<file path="src/adcsc_pkg.sv">
package adcsc_pkg;

    // ****************************************************************
    // Sizes
    // ****************************************************************
    localparam int NCH = 8;
    localparam int RES_W = 16;

    // ****************************************************************
    // Mode codes
    // ****************************************************************
    localparam logic [2:0] MODE_EXT = 3'h0;
    localparam logic [2:0] MODE_ACQ = 3'h1;
    localparam logic [2:0] MODE_INT = 3'h2;
    localparam logic [2:0] MODE_RSV_A = 3'h3;
    localparam logic [2:0] MODE_RST = 3'h4;
    localparam logic [2:0] MODE_RSV_B = 3'h5;
    localparam logic [2:0] MODE_PPD = 3'h6;
    localparam logic [2:0] MODE_FPD = 3'h7;

    // ****************************************************************
    // Range codes
    // ****************************************************************
    localparam logic [2:0] RNG_NONE = 3'h0;
    localparam logic [2:0] RNG_DEF = 3'h7;
    localparam logic [2:0] RNG_D3 = 3'h1;
    localparam logic [2:0] RNG_D6 = 3'h4;
    localparam logic [2:0] RNG_D12 = 3'h7;

    // ****************************************************************
    // Command byte fields
    // ****************************************************************
    localparam int BIT_CH_HI = 6;
    localparam int BIT_CH_LO = 4;
    localparam int BIT_DIFF = 3;
    localparam int BIT_RNG_HI = 2;
    localparam logic [3:0] LOW_NIB_CONV = 4'h0;
    localparam logic [3:0] LOW_NIB_MODE = 4'h8;
    localparam logic [3:0] RX_LAST = 4'h7;

    // ****************************************************************
    // Serial clock counts
    // ****************************************************************
    localparam logic [4:0] EXT_SAMPLE_FALL = 5'h0E;
    localparam logic [4:0] ACQ_SAMPLE_FALL = 5'h10;
    localparam logic [4:0] INT_START_FALL = 5'h08;
    localparam logic [7:0] INT_SAMPLE_TICK = 8'h0B;
    localparam logic [4:0] ADV_EXT = 5'h0D;
    localparam logic [4:0] ADV_ACQ = 5'h09;
    localparam logic [4:0] ADV_INT = 5'h0C;
    localparam logic [4:0] RES_BITS = 5'h10;

    // ****************************************************************
    // Internal clock timing
    // ****************************************************************
    localparam int REF_CLK_KHZ = 20000;
    localparam int INT_CLK_KHZ = 4500;
    localparam int INT_START_NS = 100;
    localparam logic [7:0] INT_TICK_CYC = 8'(REF_CLK_KHZ / INT_CLK_KHZ);
    localparam logic [7:0] INT_START_CYC = 8'((INT_START_NS * REF_CLK_KHZ + 999999) / 1000000);

    // ****************************************************************
    // Types
    // ****************************************************************
    typedef struct packed {
        logic diff;
        logic [2:0] rng;
    } adcsc_cfg_t;

    typedef struct packed {
        logic [2:0] chan;
        adcsc_cfg_t cfg;
    } adcsc_smp_t;

    typedef enum logic [2:0] {
        ADCSC_IDLE,
        ADCSC_RX,
        ADCSC_XWAIT,
        ADCSC_IWAIT,
        ADCSC_ICONV
    } adcsc_state_t;

    localparam adcsc_cfg_t CFG_DEFAULT = '{diff: 1'b0, rng: RNG_DEF};

endpackage : adcsc_pkg

</file>
<file path="src/adcsc_cfg_store.sv">
`timescale 1ns/1ps
`default_nettype none

module adcsc_cfg_store #(
    parameter int NCH = adcsc_pkg::NCH
) (
    input wire logic i_ref_clk,
    input wire logic i_rst,
    input wire logic i_wr,
    input wire logic [2:0] i_wr_chan,
    input wire adcsc_pkg::adcsc_cfg_t i_wr_cfg,
    input wire logic i_set_def,
    input wire logic [2:0] i_rd_chan,
    output var adcsc_pkg::adcsc_cfg_t o_rd_cfg
);

    // ****************************************************************
    // Per-input configuration
    // ****************************************************************
    typedef struct packed {
        adcsc_pkg::adcsc_cfg_t [NCH-1:0] cfg;
    } adcsc_store_t;

    adcsc_store_t st_q;
    adcsc_store_t st_d;

    always_comb
    begin
        st_d = st_q;
        for (int i = 0; i < NCH; i++)
        begin
            if (i_set_def)
                st_d.cfg[i] = adcsc_pkg::CFG_DEFAULT;
            else if (i_wr && (i_wr_chan == 3'(i)))
                st_d.cfg[i] = i_wr_cfg;
        end
    end

    always_ff @(posedge i_ref_clk)
    begin
        if (i_rst)
            st_q <= {NCH{adcsc_pkg::CFG_DEFAULT}};
        else
            st_q <= st_d;
    end

    assign o_rd_cfg = st_q.cfg[i_rd_chan];

endmodule : adcsc_cfg_store

`default_nettype wire

</file>
<file path="src/adcsc_ctrl.sv">
`timescale 1ns/1ps
`default_nettype none

module adcsc_ctrl #(
    parameter int EXT_CONV_SCLKS = 2,
    parameter int INT_CONV_TICKS = 16
) (
    input wire logic i_ref_clk,
    input wire logic i_rst,
    input wire logic i_cs_n,
    input wire logic i_sclk,
    input wire logic i_din,
    input wire logic [15:0] i_result,
    output logic o_dout,
    output logic o_dout_oe,
    output logic o_done_strobe,
    output logic o_sample,
    output var adcsc_pkg::adcsc_smp_t o_smp,
    output logic [2:0] o_mode
);

    // ****************************************************************
    // Local constants and state
    // ****************************************************************
    localparam logic [4:0] EXT_DONE_FALL = adcsc_pkg::EXT_SAMPLE_FALL + 5'(EXT_CONV_SCLKS);
    localparam logic [7:0] INT_DONE_TICK = adcsc_pkg::INT_SAMPLE_TICK + 8'(INT_CONV_TICKS);

    typedef struct packed {
        logic cs_s1;
        logic cs_s2;
        logic cs_s3;
        logic sclk_s1;
        logic sclk_s2;
        logic sclk_s3;
        logic din_s1;
        logic din_s2;
        adcsc_pkg::adcsc_state_t st;
        logic [7:0] sr;
        logic [3:0] rx_cnt;
        logic [4:0] fall_cnt;
        logic [7:0] cyc_cnt;
        logic [7:0] tick_cnt;
        logic [2:0] conv_mode;
        logic [2:0] mode;
        adcsc_pkg::adcsc_smp_t smp;
        logic sample;
        logic [15:0] rd_sr;
        logic [4:0] rd_left;
        logic dout;
        logic dout_oe;
        logic done;
        logic cfg_wr;
        logic [2:0] cfg_wr_chan;
        adcsc_pkg::adcsc_cfg_t cfg_wr_cfg;
        logic cfg_def;
    } adcsc_ctrl_t;

    adcsc_ctrl_t q;
    adcsc_ctrl_t d;

    logic rise;
    logic fall;
    logic start_ok;
    logic [4:0] shifted;
    logic [4:0] adv;
    logic [7:0] rx_byte;
    logic [2:0] rx_chan;
    logic [2:0] rx_rng;
    logic [4:0] nf;
    logic [7:0] nt;
    logic pwr_down;
    adcsc_pkg::adcsc_cfg_t rd_cfg;

    // ****************************************************************
    // Edge detect and start qualification
    // ****************************************************************
    // edges under select
    assign rise = !q.cs_s2 && q.sclk_s2 && !q.sclk_s3;
    // Select taken one stage older so a fall on the select rise still counts
    assign fall = !q.cs_s3 && !q.sclk_s2 && q.sclk_s3;
    assign shifted = adcsc_pkg::RES_BITS - q.rd_left;
    assign adv = (q.mode == adcsc_pkg::MODE_EXT) ? adcsc_pkg::ADV_EXT :
                 (q.mode == adcsc_pkg::MODE_ACQ) ? adcsc_pkg::ADV_ACQ :
                 (q.mode == adcsc_pkg::MODE_INT) ? adcsc_pkg::ADV_INT : adcsc_pkg::RES_BITS;
    assign start_ok = (q.st == adcsc_pkg::ADCSC_IDLE) && ((q.rd_left == 5'h00) || (shifted >= adv));
    assign rx_byte = {q.sr[6:0], q.din_s2};
    assign rx_chan = rx_byte[adcsc_pkg::BIT_CH_HI:adcsc_pkg::BIT_CH_LO];
    assign rx_rng = rx_byte[adcsc_pkg::BIT_RNG_HI:0];
    assign nf = q.fall_cnt + 5'h01;
    assign nt = q.tick_cnt + 8'h01;
    assign pwr_down = (q.mode == adcsc_pkg::MODE_PPD) || (q.mode == adcsc_pkg::MODE_FPD);

    adcsc_cfg_store #(
        .NCH(adcsc_pkg::NCH)
    ) u_cfg (
        .i_ref_clk(i_ref_clk),
        .i_rst(i_rst),
        .i_wr(q.cfg_wr),
        .i_wr_chan(q.cfg_wr_chan),
        .i_wr_cfg(q.cfg_wr_cfg),
        .i_set_def(q.cfg_def),
        .i_rd_chan(rx_chan),
        .o_rd_cfg(rd_cfg)
    );

    // ****************************************************************
    // Next state
    // ****************************************************************
    always_comb
    begin
        d = q;
        d.cs_s1 = i_cs_n;
        d.cs_s2 = q.cs_s1;
        d.cs_s3 = q.cs_s2;
        d.sclk_s1 = i_sclk;
        d.sclk_s2 = q.sclk_s1;
        d.sclk_s3 = q.sclk_s2;
        d.din_s1 = i_din;
        d.din_s2 = q.din_s1;
        d.sample = 1'b0;
        d.cfg_wr = 1'b0;
        d.cfg_def = 1'b0;
        d.dout_oe = !q.cs_s2;
        if (fall && (q.rd_left != 5'h00))
        begin
            d.dout = q.rd_sr[15];
            d.rd_sr = {q.rd_sr[14:0], 1'b0};
            d.rd_left = q.rd_left - 5'h01;
        end
        case (q.st)
            adcsc_pkg::ADCSC_IDLE:
            begin
                if (rise && q.din_s2 && start_ok)
                begin
                    d.st = adcsc_pkg::ADCSC_RX;
                    d.sr = 8'h01;
                    d.rx_cnt = 4'h1;
                    d.fall_cnt = 5'h00;
                    d.rd_left = 5'h00;
                    d.done = 1'b0;
                end
            end
            adcsc_pkg::ADCSC_RX:
            begin
                if (q.cs_s2)
                    d.st = adcsc_pkg::ADCSC_IDLE;
                else
                begin
                    if (fall)
                        d.fall_cnt = nf;
                    if (rise)
                    begin
                        d.sr = rx_byte;
                        d.rx_cnt = q.rx_cnt + 4'h1;
                    end
                    if (rise && (q.rx_cnt == adcsc_pkg::RX_LAST))
                    begin
                        d.st = adcsc_pkg::ADCSC_IDLE;
                        if (rx_byte[3:0] == adcsc_pkg::LOW_NIB_CONV)
                        begin
                            if (!pwr_down && !(rd_cfg.diff && rx_chan[0]))
                            begin
                                d.st = adcsc_pkg::ADCSC_XWAIT;
                                d.conv_mode = q.mode;
                                d.smp = '{chan: rx_chan, cfg: rd_cfg};
                            end
                        end
                        else if (rx_byte[3:0] == adcsc_pkg::LOW_NIB_MODE)
                        begin
                            if (rx_chan == adcsc_pkg::MODE_RST)
                            begin
                                d.mode = adcsc_pkg::MODE_EXT;
                                d.cfg_def = 1'b1;
                                d.done = 1'b0;
                            end
                            else if ((rx_chan != adcsc_pkg::MODE_RSV_A) && (rx_chan != adcsc_pkg::MODE_RSV_B))
                            begin
                                d.mode = rx_chan;
                                d.done = 1'b0;
                            end
                        end
                        else if (!rx_byte[adcsc_pkg::BIT_DIFF] || (!rx_chan[0] &&
                                 ((rx_rng == adcsc_pkg::RNG_D3) || (rx_rng == adcsc_pkg::RNG_D6) ||
                                  (rx_rng == adcsc_pkg::RNG_D12))))
                        begin
                            d.cfg_wr = 1'b1;
                            d.cfg_wr_chan = rx_chan;
                            d.cfg_wr_cfg = '{diff: rx_byte[adcsc_pkg::BIT_DIFF], rng: rx_rng};
                        end
                    end
                end
            end
            adcsc_pkg::ADCSC_XWAIT:
            begin
                // select may rise on the sampling fall
                if (q.cs_s2 && !fall)
                    d.st = adcsc_pkg::ADCSC_IDLE;
                else if (fall)
                begin
                    d.fall_cnt = nf;
                    if (q.conv_mode == adcsc_pkg::MODE_EXT)
                    begin
                        if (nf == adcsc_pkg::EXT_SAMPLE_FALL)
                            d.sample = 1'b1;
                        if (nf == EXT_DONE_FALL)
                        begin
                            d.st = adcsc_pkg::ADCSC_IDLE;
                            d.dout = i_result[15];
                            d.rd_sr = {i_result[14:0], 1'b0};
                            d.rd_left = adcsc_pkg::RES_BITS - 5'h01;
                        end
                    end
                    else if (q.conv_mode == adcsc_pkg::MODE_ACQ)
                    begin
                        if (nf == adcsc_pkg::ACQ_SAMPLE_FALL)
                        begin
                            d.sample = 1'b1;
                            d.st = adcsc_pkg::ADCSC_ICONV;
                            d.cyc_cnt = 8'h00;
                            d.tick_cnt = adcsc_pkg::INT_SAMPLE_TICK;
                        end
                    end
                    else if (nf == adcsc_pkg::INT_START_FALL)
                    begin
                        d.st = adcsc_pkg::ADCSC_IWAIT;
                        d.cyc_cnt = 8'h00;
                    end
                end
            end
            adcsc_pkg::ADCSC_IWAIT:
            begin
                d.cyc_cnt = q.cyc_cnt + 8'h01;
                if (q.cyc_cnt == adcsc_pkg::INT_START_CYC - 8'h01)
                begin
                    d.st = adcsc_pkg::ADCSC_ICONV;
                    d.cyc_cnt = 8'h00;
                    d.tick_cnt = 8'h00;
                end
            end
            adcsc_pkg::ADCSC_ICONV:
            begin
                d.cyc_cnt = q.cyc_cnt + 8'h01;
                if (q.cyc_cnt == adcsc_pkg::INT_TICK_CYC - 8'h01)
                begin
                    d.cyc_cnt = 8'h00;
                    d.tick_cnt = nt;
                    if (nt == adcsc_pkg::INT_SAMPLE_TICK)
                        d.sample = 1'b1;
                    if (nt == INT_DONE_TICK)
                    begin
                        d.st = adcsc_pkg::ADCSC_IDLE;
                        // First bit waits on the line so two bytes read all
                        d.dout = i_result[15];
                        d.rd_sr = {i_result[14:0], 1'b0};
                        d.rd_left = adcsc_pkg::RES_BITS - 5'h01;
                        d.done = (q.mode != adcsc_pkg::MODE_EXT);
                    end
                end
            end
            default:
                d.st = adcsc_pkg::ADCSC_IDLE;
        endcase
    end

    // ****************************************************************
    // Registers
    // ****************************************************************
    always_ff @(posedge i_ref_clk)
    begin
        if (i_rst)
        begin
            q <= '0;
            q.cs_s1 <= 1'b1;
            q.cs_s2 <= 1'b1;
            q.cs_s3 <= 1'b1;
            q.st <= adcsc_pkg::ADCSC_IDLE;
            q.mode <= adcsc_pkg::MODE_EXT;
            q.smp <= '{chan: 3'h0, cfg: adcsc_pkg::CFG_DEFAULT};
            q.cfg_wr_cfg <= adcsc_pkg::CFG_DEFAULT;
        end
        else
            q <= d;
    end

    assign o_dout = q.dout;
    assign o_dout_oe = q.dout_oe;
    assign o_done_strobe = q.done;
    assign o_sample = q.sample;
    assign o_smp = q.smp;
    assign o_mode = q.mode;
endmodule : adcsc_ctrl

`default_nettype wire

</file>
<file path="config.mk">
export PLATFORM = sky130hd
export DESIGN_NAME = adcsc_ctrl
export DESIGN_NICKNAME = d
export VERILOG_FILES = /design/src/adcsc_pkg.sv /design/src/adcsc_cfg_store.sv /design/src/adcsc_ctrl.sv
export SDC_FILE = /design/constraint.sdc
export NUM_CORES = 1
export LEC_CHECK = 0
export BUFFER_PORTS_ARGS = -buffer_cell sky130_fd_sc_hd__buf_4
export CORE_MARGIN = 4
export CORE_UTILIZATION = 45
export DETAILED_ROUTE_END_ITERATION = 10
export PLACE_DENSITY_LB_ADDON = 0.2
export SLEW_MARGIN = 30
export SYNTH_ARGS = -nofsm -noshare
export SYNTH_HDL_FRONTEND = slang
export SYNTH_SLANG_ARGS = --single-unit
</file>
<file path="constraint.sdc">
create_clock -name i_ref_clk -period 3.69 [get_ports i_ref_clk]
set_input_delay 0.5535 -clock i_ref_clk [delete_from_list [all_inputs] [get_ports i_ref_clk]]
set_output_delay 0.5535 -clock i_ref_clk [all_outputs]
set_load 0.05 [all_outputs]
</file>
# After elaboration in Yosys (flattened, before gate mapping)

Cells that the tools add are included.
Widths: inputs -> output; s select.

Word-level logic and storage cells: 242
Input port bits: 21
Register bits after elaboration: 121

$add $sub $neg: 6
Reduce and logical (&&, ||, !) cells: 61
Equality and inequality tests: 54
$lt $le $gt $ge: 2
Multiplexer cells: 68
Bitwise logic cells: 5

Operator list:

| cell                | count |
|---|---|
| $mux 22             | 4 |
| $mux 23             | 3 |
| $mux 16             | 4 |
| $pmux 16 s3         | 1 |
| $mux 3              | 15 |
| $mux 21             | 2 |
| $mux 10             | 4 |
| $mux 8              | 5 |
| $pmux 17 s2         | 1 |
| $eq 3x3->1 const B  | 10 |
| $pmux 5 s3          | 2 |
| $ne 2x2->1 const B  | 14 |
| $mux 5              | 5 |
| $reduce_and 6->1    | 4 |
| $logic_and 1x1->1   | 22 |
| $mux 20             | 1 |
| $pmux 10 s2         | 1 |
| $ne 3x3->1 const B  | 6 |
| $reduce_and 9->1    | 2 |
| $add 8x1->8 const B | 2 |
| $eq 3x1->1 const B  | 5 |
| $eq 3x2->1 const B  | 5 |
| $mux 15             | 1 |
| $pmux 3 s5          | 1 |
| other kinds (38)    | 76 |

# Logic depth before layout (Yosys ltp)

Gate-level depths: netlist (run 1).

Depth after elaboration: 11
Gate-level depth with buffers: 12
Depth with buffers taken out: 11

# Hierarchy

A second synthesis (run 1) with hierarchy kept.

Cell total of the unflattened synthesis: 699
Area total of the unflattened synthesis: 6,324.8 µm²

By module, submodules not included:

| module          | area an instance (µm²) | instances | cells each |
|---|---|---|---|
| adcsc_ctrl      | 4,805.9                | 1         | 565 |
| adcsc_cfg_store | 1,519.0                | 1         | 134 |

# Least setup slack after synthesis (run 1)

OpenSTA, ideal clock, no wires.

Path type: register -> register
Start: register q[12] (netlist name)
End: register q[77] (netlist name)
Period minus slack after synthesis: 2,558 ps
Path buffers: 1
Setup time: 70 ps
Data arrival time: 2,487 ps
Cell stages (with the launch flop): 12
Path slack: 1,132 ps
Cells stage by stage: dfxtp_1 -> inv_1 -> ha_1 -> nor3b_1 -> ha_1 -> inv_1 -> ha_1 -> o311a_1 -> a21oi_1 -> clkbuf_1 -> o21ai_0 -> a21oi_1

Word-level cells in the longest chain between the ends: 7
Elaborated cells between the ends (all ways): 8

Ends and longest elaborated chain:

| what                         | line              | RTL |
|---|---|---|
| start, declared              | adcsc_ctrl.sv:58  | `adcsc_ctrl_t q;` |
| $sub 5x5->5                  | adcsc_ctrl.sv:81  | `assign shifted = adcsc_pkg::RES_BITS - q.rd_left;` |
| $ge 5x5->1                   | adcsc_ctrl.sv:85  | `assign start_ok = (q.st == adcsc_pkg::ADCSC_IDLE) && ((q.rd_left == 5'h00) \|\| (shifted >= adv));` |
| $logic_or 1x1->1 *           | adcsc_ctrl.sv:85  |  |
| $logic_and 1x1->1 *          | adcsc_ctrl.sv:85  |  |
| $logic_and 1x1->1 *          | adcsc_ctrl.sv:133 | `if (rise && q.din_s2 && start_ok)` |
| $ne 2x1->1 (no line) *       | -                 |  |
| $reduce_and 4->1 (no line) * | -                 |  |

Every way passes the cells marked *; elsewhere a longest branch is shown, timed or not.
A chain may end at the register's enable or synchronous reset.

# Final worst setup path (run 1)

Start: register q[12] (netlist name)
End: register q[66] (netlist name)

Word-level cells in the longest chain between the ends: 7
Elaborated cells between the ends (all ways): 8

Ends and longest elaborated chain:

| what                         | line |
|---|---|
| $sub 5x5->5                  | adcsc_ctrl.sv:81 |
| $ge 5x5->1                   | adcsc_ctrl.sv:85 |
| $logic_or 1x1->1 *           | adcsc_ctrl.sv:85 |
| $logic_and 1x1->1 *          | adcsc_ctrl.sv:85 |
| $logic_and 1x1->1 *          | adcsc_ctrl.sv:133 |
| $ne 2x1->1 (no line) *       | - |
| $reduce_and 6->1 (no line) * | - |

Marks and branches as above.

==> results of run 1 <==
routing by layer:
layer  part of all wire  vias to the layer above  global-route usage
met2               0.47                      112               0.297
met3              0.040                       19              0.0445
li1                   -                     2512                   -
met4              0.012                        0              0.0580
met5                  0                        -                   0
met1               0.47                     2524               0.252
metrics by stage:
step / hold WS [ps] / total power [mW] / instance area [um^2]
floorplan: 389 / 1.66 / 6230
global placement: 399 / 1.75 / 6480
detailed placement: 396 / 1.76 / 6490
CTS: 317 / 3.53 / 7120
global route: 325 / 3.64 / 7120
finish: 333 / 3.50 / 7120
report_power, final:
group	internal [mW]	switching [mW]	leakage, nW
Sequential	1.33	0.0557	0.978
Combinational	0.130	0.221	1.46
Clock	1.16	0.611	0.312
area by class of cell:
type	count	area, um^2	area share
multi-input cells	480	3420	0.481
repair buffers	41	308	0.0432
well taps	176	220	0.0309
clock inverters	13	191	0.0269
flip-flops and latches	121	2420	0.340
clock buffers	19	443	0.0622
inverters	30	113	0.0158
worst max path at each step:
stage / from / to / slack (ps)
2_1_floorplan: q[12]$_SDFF_PP0_ / q[77]$_SDFFE_PP0P_ / 1130
3_3_place_gp: q[80]$_SDFFE_PP0P_ / q[45]$_SDFFE_PP0P_ / 900
3_5_place_dp: q[12]$_SDFF_PP0_ / q[66]$_SDFFE_PP0P_ / 780
4_1_cts: q[12]$_SDFF_PP0_ / q[66]$_SDFFE_PP0P_ / 740
5_1_grt: q[12]$_SDFF_PP0_ / q[66]$_SDFFE_PP0P_ / 520
6_report: q[12]$_SDFF_PP0_ / q[66]$_SDFFE_PP0P_ / 710
worst max-delay path: stages (launching register included):
cell and delay, ps:
dfxtp_1 310, inv_1 120, ha_1 210, nor3b_1 270, ha_1 280, inv_1 60
ha_1 220, o311a_1 380, a21oi_1 490, nor2_1 200, a311oi_1 340
state kept, by name, indices dropped and copies added (netlist names):
register,flops
q,70
u_cfg.st_q,32
o_smp,7
d,5
o_mode,3
o_done_strobe,1
o_dout,1
o_dout_oe,1
o_sample,1
cells in the final DEF (no fill, tap or decap), types with 4 or more instances in the layout:
cell / instances
o22ai_1: 17
clkinv_4: 4
dfxtp_1: 121
nor3_1: 16
mux2i_1: 65
or3b_2: 4
o21a_1: 4
a21boi_0: 4
nor4_1: 6
and2_1: 4
nand2_1: 62
ha_1: 14
or3_1: 5
nor2b_1: 7
o31ai_1: 5
nand2b_1: 6
and3_1: 7
a41oi_1: 4
nand3b_1: 4
a21oi_1: 34
a31oi_1: 7
nor3b_1: 6
nand3_1: 18
or4_1: 6
clkbuf_16: 17
inv_1: 30
a311oi_1: 12
nor2_1: 43
nand4_1: 8
or2_2: 7
o21ai_0: 21
mux4_2: 9
o211ai_1: 5
bufinv_16: 4
buf_4: 41
xnor2_1: 9
cell families after synthesis:
group / after synthesis
AND/OR/NAND/NOR: 234
AO/OA/AOI/OAI: 145
flip-flops: 121
buffers and inverters: 87
multiplexers: 75
adder cells (fa/ha/maj): 14
XOR/XNOR: 12
==> impl_metrics.csv, run 1 <==
group,metric,value,unit
logic_synthesis,ys.flop_type,"dfxtp_1",
logic_synthesis,synth_seq_cells,121,
worst_setup_path,path_max_fanout,7,
logic_synthesis,synthCells,688,
hold_path,hold_depth,2,
layout,final_util,0.531,
placement,dp_worst_setup_slack,780,ps
logic_synthesis,synth_compound_area_frac,0.159,
clock_network,cts.sinks,121,
clock_network,path_clk_slew,50,ps
worst_setup_path,reg2reg_to,"q[66]$_SDFFE_PP0P_",
worst_setup_path,required,3990,ps
clock_network,cts_tree,"yes",
grt,grt_pass1_vias,4931,
clock_network,clk_latency,420,ps
worst_setup_path,ff2ff_path_depth,10,
pwr,vdd_drop_max,267,uV
hold_path,hold_path_end,"d[89]$_SDFF_PP1_",
logic_synthesis,ys_warn_count,0,
timing,slew_violations,0,
logic_synthesis,muxShareOfSynthArea,0.139,
timing,max_slew_margin,0.452,
flow_run,max_cap_violations,0,
drt,drt_iter0_markers,375,
status,status,"finished clean",
layout,fillers,1241,
drt,drc,0,
logic_synthesis,synth_top_family_by_area,"simple AND/OR/NAND/NOR gates",
floorplanning,fp.dieW,126,um
floorplanning,rows,42,
logic_synthesis,ys_types,71,
grt,gr-total-overflow,0,
timing,finalSetupViolCount,0,
worst_setup_path,worst-r2r-setup-slack,710,ps
placement,place_inst,848,
timing,worstMarginPinSlew,816,ps
timing,min_period,2980,ps
timing,final.setup.worst_slack,711,ps
floorplanning,fp.dieH,126,um
worst_setup_path,cp.arrival,3280,ps
drt,drt-total-wl,14600,um
worst_setup_path,r2r_start,"q[12]$_SDFF_PP0_",
pwr,leakage,2.75,nW
logic_synthesis,synthesis.nets,723,
placement,io_buffers,34,
clock_network,cts_hold_buf,0,
placement,gp_congestion,0.797,
logic_synthesis,synth_edf_count,0,
grt,grt_pass1_wl,24200,um
drt,wl_per_cell,16.6,um
grt,grtUsageTotal,0.187,
logic_synthesis,yosysSeqAreaShare,0.389,
floorplanning,initial_utilization,0.465,
clock_network,clockBufferDepth,2,
worst_setup_path,startpoint_type,"flop",
logic_synthesis,synthSimpleGateAreaFrac,0.205,
floorplanning,coreArea,13400,um^2
logic_synthesis,synthMostInstantiatedCell,"dfxtp_1",
timing,clock_skew,10.3,ps
hold_path,min_from,"i_cs_n",
grt,grt_max_degree,69,
layout,fin_cells,880,
timing,min_period_over_period,0.807,
timing,fin_setup_tns,0,ps
drt,detail-route-antenna-nets,0,
hold_path,hold_class,"in -> reg",
logic_synthesis,synth_fa_ha_area_frac,0.0281,
drt,drt_first_pass_iters,5,
layout,diodes,0,
clock_network,cts_htree_levels,4,
worst_setup_path,endpoint_kind,"flop",
clock_network,numCtsBuffers,17,
logic_synthesis,synth_top_area_share,0.389,
layout,synthToLayoutAreaGrowth,14.3,%
logic_synthesis,synth_common_cells,"dfxtp_1 (121), mux2i_1 (65), nand2_1 (62)",
placement,dp_hpwl,10100,um
grt,antenna_found_initial,0,
layout,nets,726,
drt,via_count,5167,
clock_network,root_buffer,"clkbuf_16",
pwr,power_density,492,nW/um^2
logic_synthesis,syn_avg_cell_area,9.05,um^2
logic_synthesis,synth_area,6230,um^2
timing,rsz0062_at_grt,"false",
logic_synthesis,yosys.area_share.xor_xnor,0.0169,
drt,vias_per_cell,5.87,
layout,layout-drive-gt1-share,0.153,
logic_synthesis,async_reset_ff_frac,0,
floorplanning,die_area,15800,um^2
logic_synthesis,synthTopCellsByArea,"dfxtp_1 (39%), mux2i_1 (10%), nand2_1 (3.7%), mux4_2 (3.3%), ha_1 (2.8%)",
timing,hold_viol_final,0,
worst_setup_path,path_class,"reg -> reg",
logic_synthesis,synth_top_cell_by_area,"dfxtp_1",
clock_network,cts_setup_buffers,0,
floorplanning,io_pins,35,
timing,fmax,336,MHz
clock_network,ctsResizeCount,0,
Note: power is estimated with default switching activity, not from simulation.
==> run 2: changes to the inputs <==
==> constraint.sdc (replaced) <==
create_clock -name i_ref_clk -period 2.45 [get_ports i_ref_clk]
set_input_delay 0.3675 -clock i_ref_clk [delete_from_list [all_inputs] [get_ports i_ref_clk]]
set_output_delay 0.3675 -clock i_ref_clk [all_outputs]
set_load 0.05 [all_outputs]
==> run 2 against run 1 <==
Net effect:
- combinational power increased by 96%
- global-route usage increased by 0.92 points
- wire length is 6.5% higher
- critical path type unchanged
==> impl_metrics.csv, run 2 (same netlist as run 1, synthesis figures left out) <==
group,metric,value,unit
status,status,"finished clean",
timing,worstMarginPinSlew,711,ps
pwr,leakage,2.99,nW
pwr,p_sw_frac,0.251,
layout,fin_area,7560,um^2
worst_setup_path,ff2ff_path_depth,10,
clock_network,cts.sinks,121,
worst_setup_path,cp_top_family,"compound AO/OA/AOI/OAI gates",
timing,rsz0062_at_grt,"true",
clock_network,cts_htree_levels,4,
layout,regMostFlops,"q",
placement,dp_hpwl,10800,um
worst_setup_path,path_max_fanout,5,
drt,drt_first_pass_iters,5,
layout,largest_reg_flops,70,
placement,dpl_cell_area,6820,um^2
worst_setup_path,slowest_stage,"o311a_4",
pwr,seqPwrFrac,0.380,
timing,finalSetupViolCount,0,
placement,io_buffers,34,
worst_setup_path,path_class,"reg -> reg",
clock_network,root_buffer,"clkbuf_16",
grt,grt_pass1_wl,25400,um
floorplanning,rows,42,
timing,min_period_over_period,0.991,
timing,max_slew_margin,0.519,
grt,grt_pass1_vias,5227,
floorplanning,fp.dieW,126,um
drt,vias_per_cell,5.80,
layout,seq_area,2420,um^2
worst_setup_path,cpPeakStageDelay,380,ps
drt,drt_iter0_markers,509,
layout,layout-drive-gt1-share,0.227,
pwr,power_density,712,nW/um^2
floorplanning,coreArea,13400,um^2
floorplanning,fp.dieH,126,um
drt,drc,0,
timing,fmax,412,MHz
drt,wl_per_cell,16.8,um
clock_network,clockBufferDepth,2,
clock_network,clk_latency,410,ps
layout,fillers,1190,
layout,diodes,0,
clock_network,path_clk_slew,50,ps
timing,clock_skew,11.9,ps
worst_setup_path,path_buf_inv,2,
pwr,power_switching,1.35,mW
drt,drt-total-wl,15500,um
flow_run,max_cap_violations,0,
pwr,clkPwrFrac,0.492,
clock_network,cts_hold_buf,0,
timing,hold_viol_final,0,
worst_setup_path,worst-r2r-setup-slack,20,ps
timing,min_period,2430,ps
worst_setup_path,cp.arrival,2730,ps
pwr,vdd_drop_max,574,uV
drt,via_count,5346,
layout,nets,769,
floorplanning,io_pins,35,
timing,timing.hold.ws,155,ps
floorplanning,initial_utilization,0.465,
worst_setup_path,endpoint_kind,"flop",
pwr,internal_power,4.03,mW
grt,antenna_found_initial,0,
layout,final_common_cell,"dfxtp_1",
grt,gr-total-overflow,0,
placement,gp_congestion,0.876,
clock_network,numCtsBuffers,17,
clock_network,cts_tree,"yes",
layout,final_cell_mix,"dfxtp_1 (119), buf_4 (81), mux2i_1 (65)",
worst_setup_path,cp.depth,10,
hold_path,hold_class,"in -> reg",
layout,final_util,0.564,
grt,grtUsageTotal,0.196,
drt,detail-route-antenna-nets,0,
layout,synthToLayoutAreaGrowth,21.4,%
floorplanning,die_area,15800,um^2
worst_setup_path,startpoint_type,"flop",
pwr,combPwrFrac,0.128,
timing,slew_violations,0,
worst_setup_path,crit_chain,"inv_2, ha_4, nor3b_4, ha_1, inv_2, ha_4, o311a_4, a21oi_4, nor4_1, o221a_2",
hold_path,hold_depth,2,
layout,multi_input_area,3520,um^2
worst_setup_path,required,2750,ps
grt,grt_max_degree,48,
## run 2: cell types whose count changed in the layout (fill, tap and decap cells not counted), moves of 3 or more
cell	before	now
inv_1	30	27
o21ai_2	0	3
a21oi_1	34	31
inv_2	0	3
buf_4	41	81
o21ai_0	21	16
## run 2: power by group through the flow
stage	registers, mW	logic [mW]	clock network (mW)
floorplan	2.06	0.438	0
global route	2.05	0.767	2.78
detailed placement	2.09	0.637	0
global placement	2.08	0.623	0
CTS	2.04	0.650	2.69
finish	2.05	0.689	2.65
## run 2: final cells by class
class	instances	area share
clock buffer	21	0.0609
clock inverter	10	0.0220
inverter	30	0.0149
multi-input combinational	480	0.466
sequential	121	0.321
tap	176	0.0291
timing repair buffer	84	0.0861
## run 2: path summary, 6_finish.rpt
check	endpoint	startpoint
min reg2reg	d[88]$_SDFF_PP1_	d[89]$_SDFF_PP1_
max	q[80]$_SDFFE_PP0P_	q[13]$_SDFF_PP0_
min	d[89]$_SDFF_PP1_	i_cs_n
max reg2reg	q[80]$_SDFFE_PP0P_	q[13]$_SDFF_PP0_
## run 2: what timing repair did
item,4_1_cts,5_1_grt
endpoints found under the setup margin,19,33
pin swaps,3,10
resized for setup,9,22
buffers inserted,0,0
## run 2: metrics by stage
stage	setup WS [ps]	TNS (ps)	instances	total power, mW
5_1_grt	-72.6	-441	922	5.59
4_1_cts	1.87	0	922	5.38
6_report	21.1	0	922	5.38
3_3_place_gp	-67.5	-310	891	2.71
2_1_floorplan	34.3	0	688	2.50
3_5_place_dp	-196	-2600	891	2.72
## run 2: metal layers
| layer | track usage | routed length (um) | share of wire |
|---|---|---|---|
| met2 | 0.310 | 7340 | 0.47 |
| met1 | 0.265 | 7280 | 0.47 |
| met4 | 0.0625 | 234 | 0.015 |
| met3 | 0.0461 | 680 | 0.044 |
| met5 | 0 | 0 | 0 |
## run 2: worst reg2reg max path, cell delays in order (launching register included)
cell and delay (ps):
dfxtp_2 340, inv_2 50, ha_4 150, nor3b_4 150, ha_1 310, inv_2 80
ha_4 190, o311a_4 380, a21oi_4 260, nor4_1 130, o221a_2 290
==> run 3: changes to the inputs <==
--- a/config.mk
+++ b/config.mk
@@ -6,6 +6,7 @@
 export NUM_CORES = 1
 export LEC_CHECK = 0
 export BUFFER_PORTS_ARGS = -buffer_cell sky130_fd_sc_hd__buf_4
+export CORE_ASPECT_RATIO = 1.2
 export CORE_MARGIN = 4
 export CORE_UTILIZATION = 45
 export DETAILED_ROUTE_END_ITERATION = 10
==> run 3 against run 2 <==
Net effect:
- clock skew is 8.8 ps lower
- sequential cell count unchanged
- wire length up 1.2%
- total power decreased by 1.9%
- largest cell class unchanged
==> impl_metrics.csv, run 3 (same netlist as run 1, synthesis figures left out) <==
group,metric,value,unit
clock_network,clk_latency,420,ps
timing,worstMarginPinSlew,653,ps
worst_setup_path,cp_top_family,"adder cells",
timing,min_period,2450,ps
clock_network,clockBufferDepth,2,
drt,detail-route-antenna-nets,0,
timing,hold_viol_final,0,
timing,slew_violations,0,
grt,grt_pass1_vias,5132,
hold_path,hold_path_end,"d[89]$_SDFF_PP1_",
floorplanning,rows,46,
timing,max_slew_margin,0.558,
layout,nets,775,
timing,rsz0062_at_grt,"true",
floorplanning,initial_utilization,0.464,
timing,final.setup.worst_slack,4.41,ps
hold_path,hold_depth,2,
grt,grtUsageTotal,0.206,
layout,synthToLayoutAreaGrowth,22.2,%
floorplanning,die_area,15800,um^2
status,status,"finished clean",
drt,drt_first_pass_iters,4,
placement,dp_hpwl,11200,um
clock_network,cts_htree_levels,4,
layout,layout-drive-gt1-share,0.240,
pwr,power_density,693,nW/um^2
clock_network,numCtsBuffers,17,
worst_setup_path,slowest_stage,"or4_4",
worst_setup_path,reg2reg_to,"q[64]$_SDFFE_PP0P_",
timing,clock_skew,3.16,ps
worst_setup_path,path_max_fanout,5,
timing,finalSetupViolCount,0,
floorplanning,io_pins,35,
flow_run,max_cap_violations,0,
floorplanning,fp.dieH,137,um
drt,wl_per_cell,17.1,um
grt,antenna_found_initial,0,
worst_setup_path,r2r_start,"q[12]$_SDFF_PP0_",
layout,largest_reg_flops,70,
grt,grt_util_met3,0.0442,
layout,fillers,1197,
worst_setup_path,startpoint_type,"flop",
worst_setup_path,path_class,"reg -> reg",
clock_network,cts_tree,"yes",
clock_network,root_buffer,"clkbuf_16",
worst_setup_path,cpPeakStageDelay,510,ps
timing,fmax,409,MHz
grt,use_met1,0.241,
grt,grt_util_met2,0.352,
layout,multi_input_area,3560,um^2
layout,diodes,0,
grt,grt_max_degree,26,
placement,io_buffers,34,
layout,final_util,0.567,
grt,top_usage_layer,"met2",
layout,regMostFlops,"q",
clock_network,path_clk_slew,60,ps
worst_setup_path,path_buf_inv,3,
layout,final_common_cell,"dfxtp_1",
worst_setup_path,ff2ff_path_depth,11,
layout,seq_area,2420,um^2
pwr,vdd_drop_max,504,uV
timing,min_period_over_period,0.998,
timing,timing.hold.ws,137,ps
drt,drt_iter0_markers,304,
layout,final_cell_mix,"dfxtp_1 (119), buf_4 (83), mux2i_1 (65)",
hold_path,min_from,"i_cs_n",
pwr,leakage,3.00,nW
worst_setup_path,crit_chain,"inv_2, ha_4, nor3b_4, ha_1, inv_2, ha_4, o311a_4, a21oi_4, buf_6, or4_4, a21oi_2",
drt,drc,0,
worst_setup_path,required,2800,ps
placement,gp_congestion,0.842,
worst_setup_path,worst-r2r-setup-slack,4,ps
clock_network,cts.sinks,121,
floorplanning,coreArea,13400,um^2
worst_setup_path,endpoint_kind,"flop",
drt,via_count,5341,
placement,dp_worst_setup_slack,-215,ps
drt,drt-total-wl,15700,um
drt,vias_per_cell,5.80,
hold_path,hold_class,"in -> reg",
grt,grt_pass1_wl,25700,um
floorplanning,fp.dieW,115,um
worst_setup_path,cp.arrival,2790,ps
grt,gr-total-overflow,0,
-- run 3: cell count changes in the layout (fill, tap and decap cells not counted), moves of 2 or more --
| cell | before | now |
|---|---|---|
| a311oi_2 | 1 | 4 |
| buf_4 | 81 | 83 |
| clkinvlp_4 | 2 | 4 |
| a311oi_1 | 11 | 8 |
| inv_6 | 1 | 3 |
| bufinv_16 | 4 | 2 |
| buf_6 | 2 | 5 |
-- run 3: layout make-up --
type	count	area share
Sequential cell	121	0.319
Timing Repair Buffer	90	0.0945
Clock buffer	19	0.0582
Multi-Input combinational cell	480	0.467
Inverter	30	0.0148
Tap cell	168	0.0276
Clock inverter	13	0.0189
-- run 3: what timing repair did --
item,4_1_cts,5_1_grt
pin swaps,11,11
gates resized for setup,16,22
endpoints found under the setup margin,22,36
setup buffers,5,2
cloned,1,0
hold buffers,0,0
-- run 3: worst max-delay path by stage --
stage	start	endpoint	slack, ps	cells after the start
detailed placement	q[12]$_SDFF_PP0_	q[71]$_SDFFE_PP0P_	-220	12
global route	q[12]$_SDFF_PP0_	q[81]$_SDFFE_PP0P_	-60	10
floorplan	q[12]$_SDFF_PP0_	q[80]$_SDFFE_PP0P_	30	10
global placement	q[12]$_SDFF_PP0_	q[71]$_SDFFE_PP0P_	-90	11
finish	q[12]$_SDFF_PP0_	q[64]$_SDFFE_PP0P_	4	11
CTS	q[12]$_SDFF_PP0_	q[64]$_SDFFE_PP0P_	-4	11
-- run 3: per-layer routing --
metal	part of all wire	vias up
met4	0.038	0
li1	-	2606
met1	0.41	2590
met3	0.033	36
met2	0.52	109
met5	0	-
-- run 3: per-stage QoR --
step / TNS (ps) / instances / total power [mW] / cell area [um^2]
final: 0 / 921 / 5.28 / 7610
after global routing: -321 / 921 / 5.51 / 7610
after CTS: -4.08 / 919 / 5.27 / 7490
after detailed placement: -2990 / 881 / 2.73 / 6810
after global placement: -601 / 881 / 2.71 / 6810
after floorplan: 0 / 688 / 2.50 / 6230
-- run 3: power breakdown --
group / switching [mW] / total (mW) / internal, mW / leakage (nW)
logic: 0.450 / 0.773 / 0.323 / 1.74
clock network: 0.929 / 2.46 / 1.53 / 0.276
registers: 0.0436 / 2.05 / 2.00 / 0.979
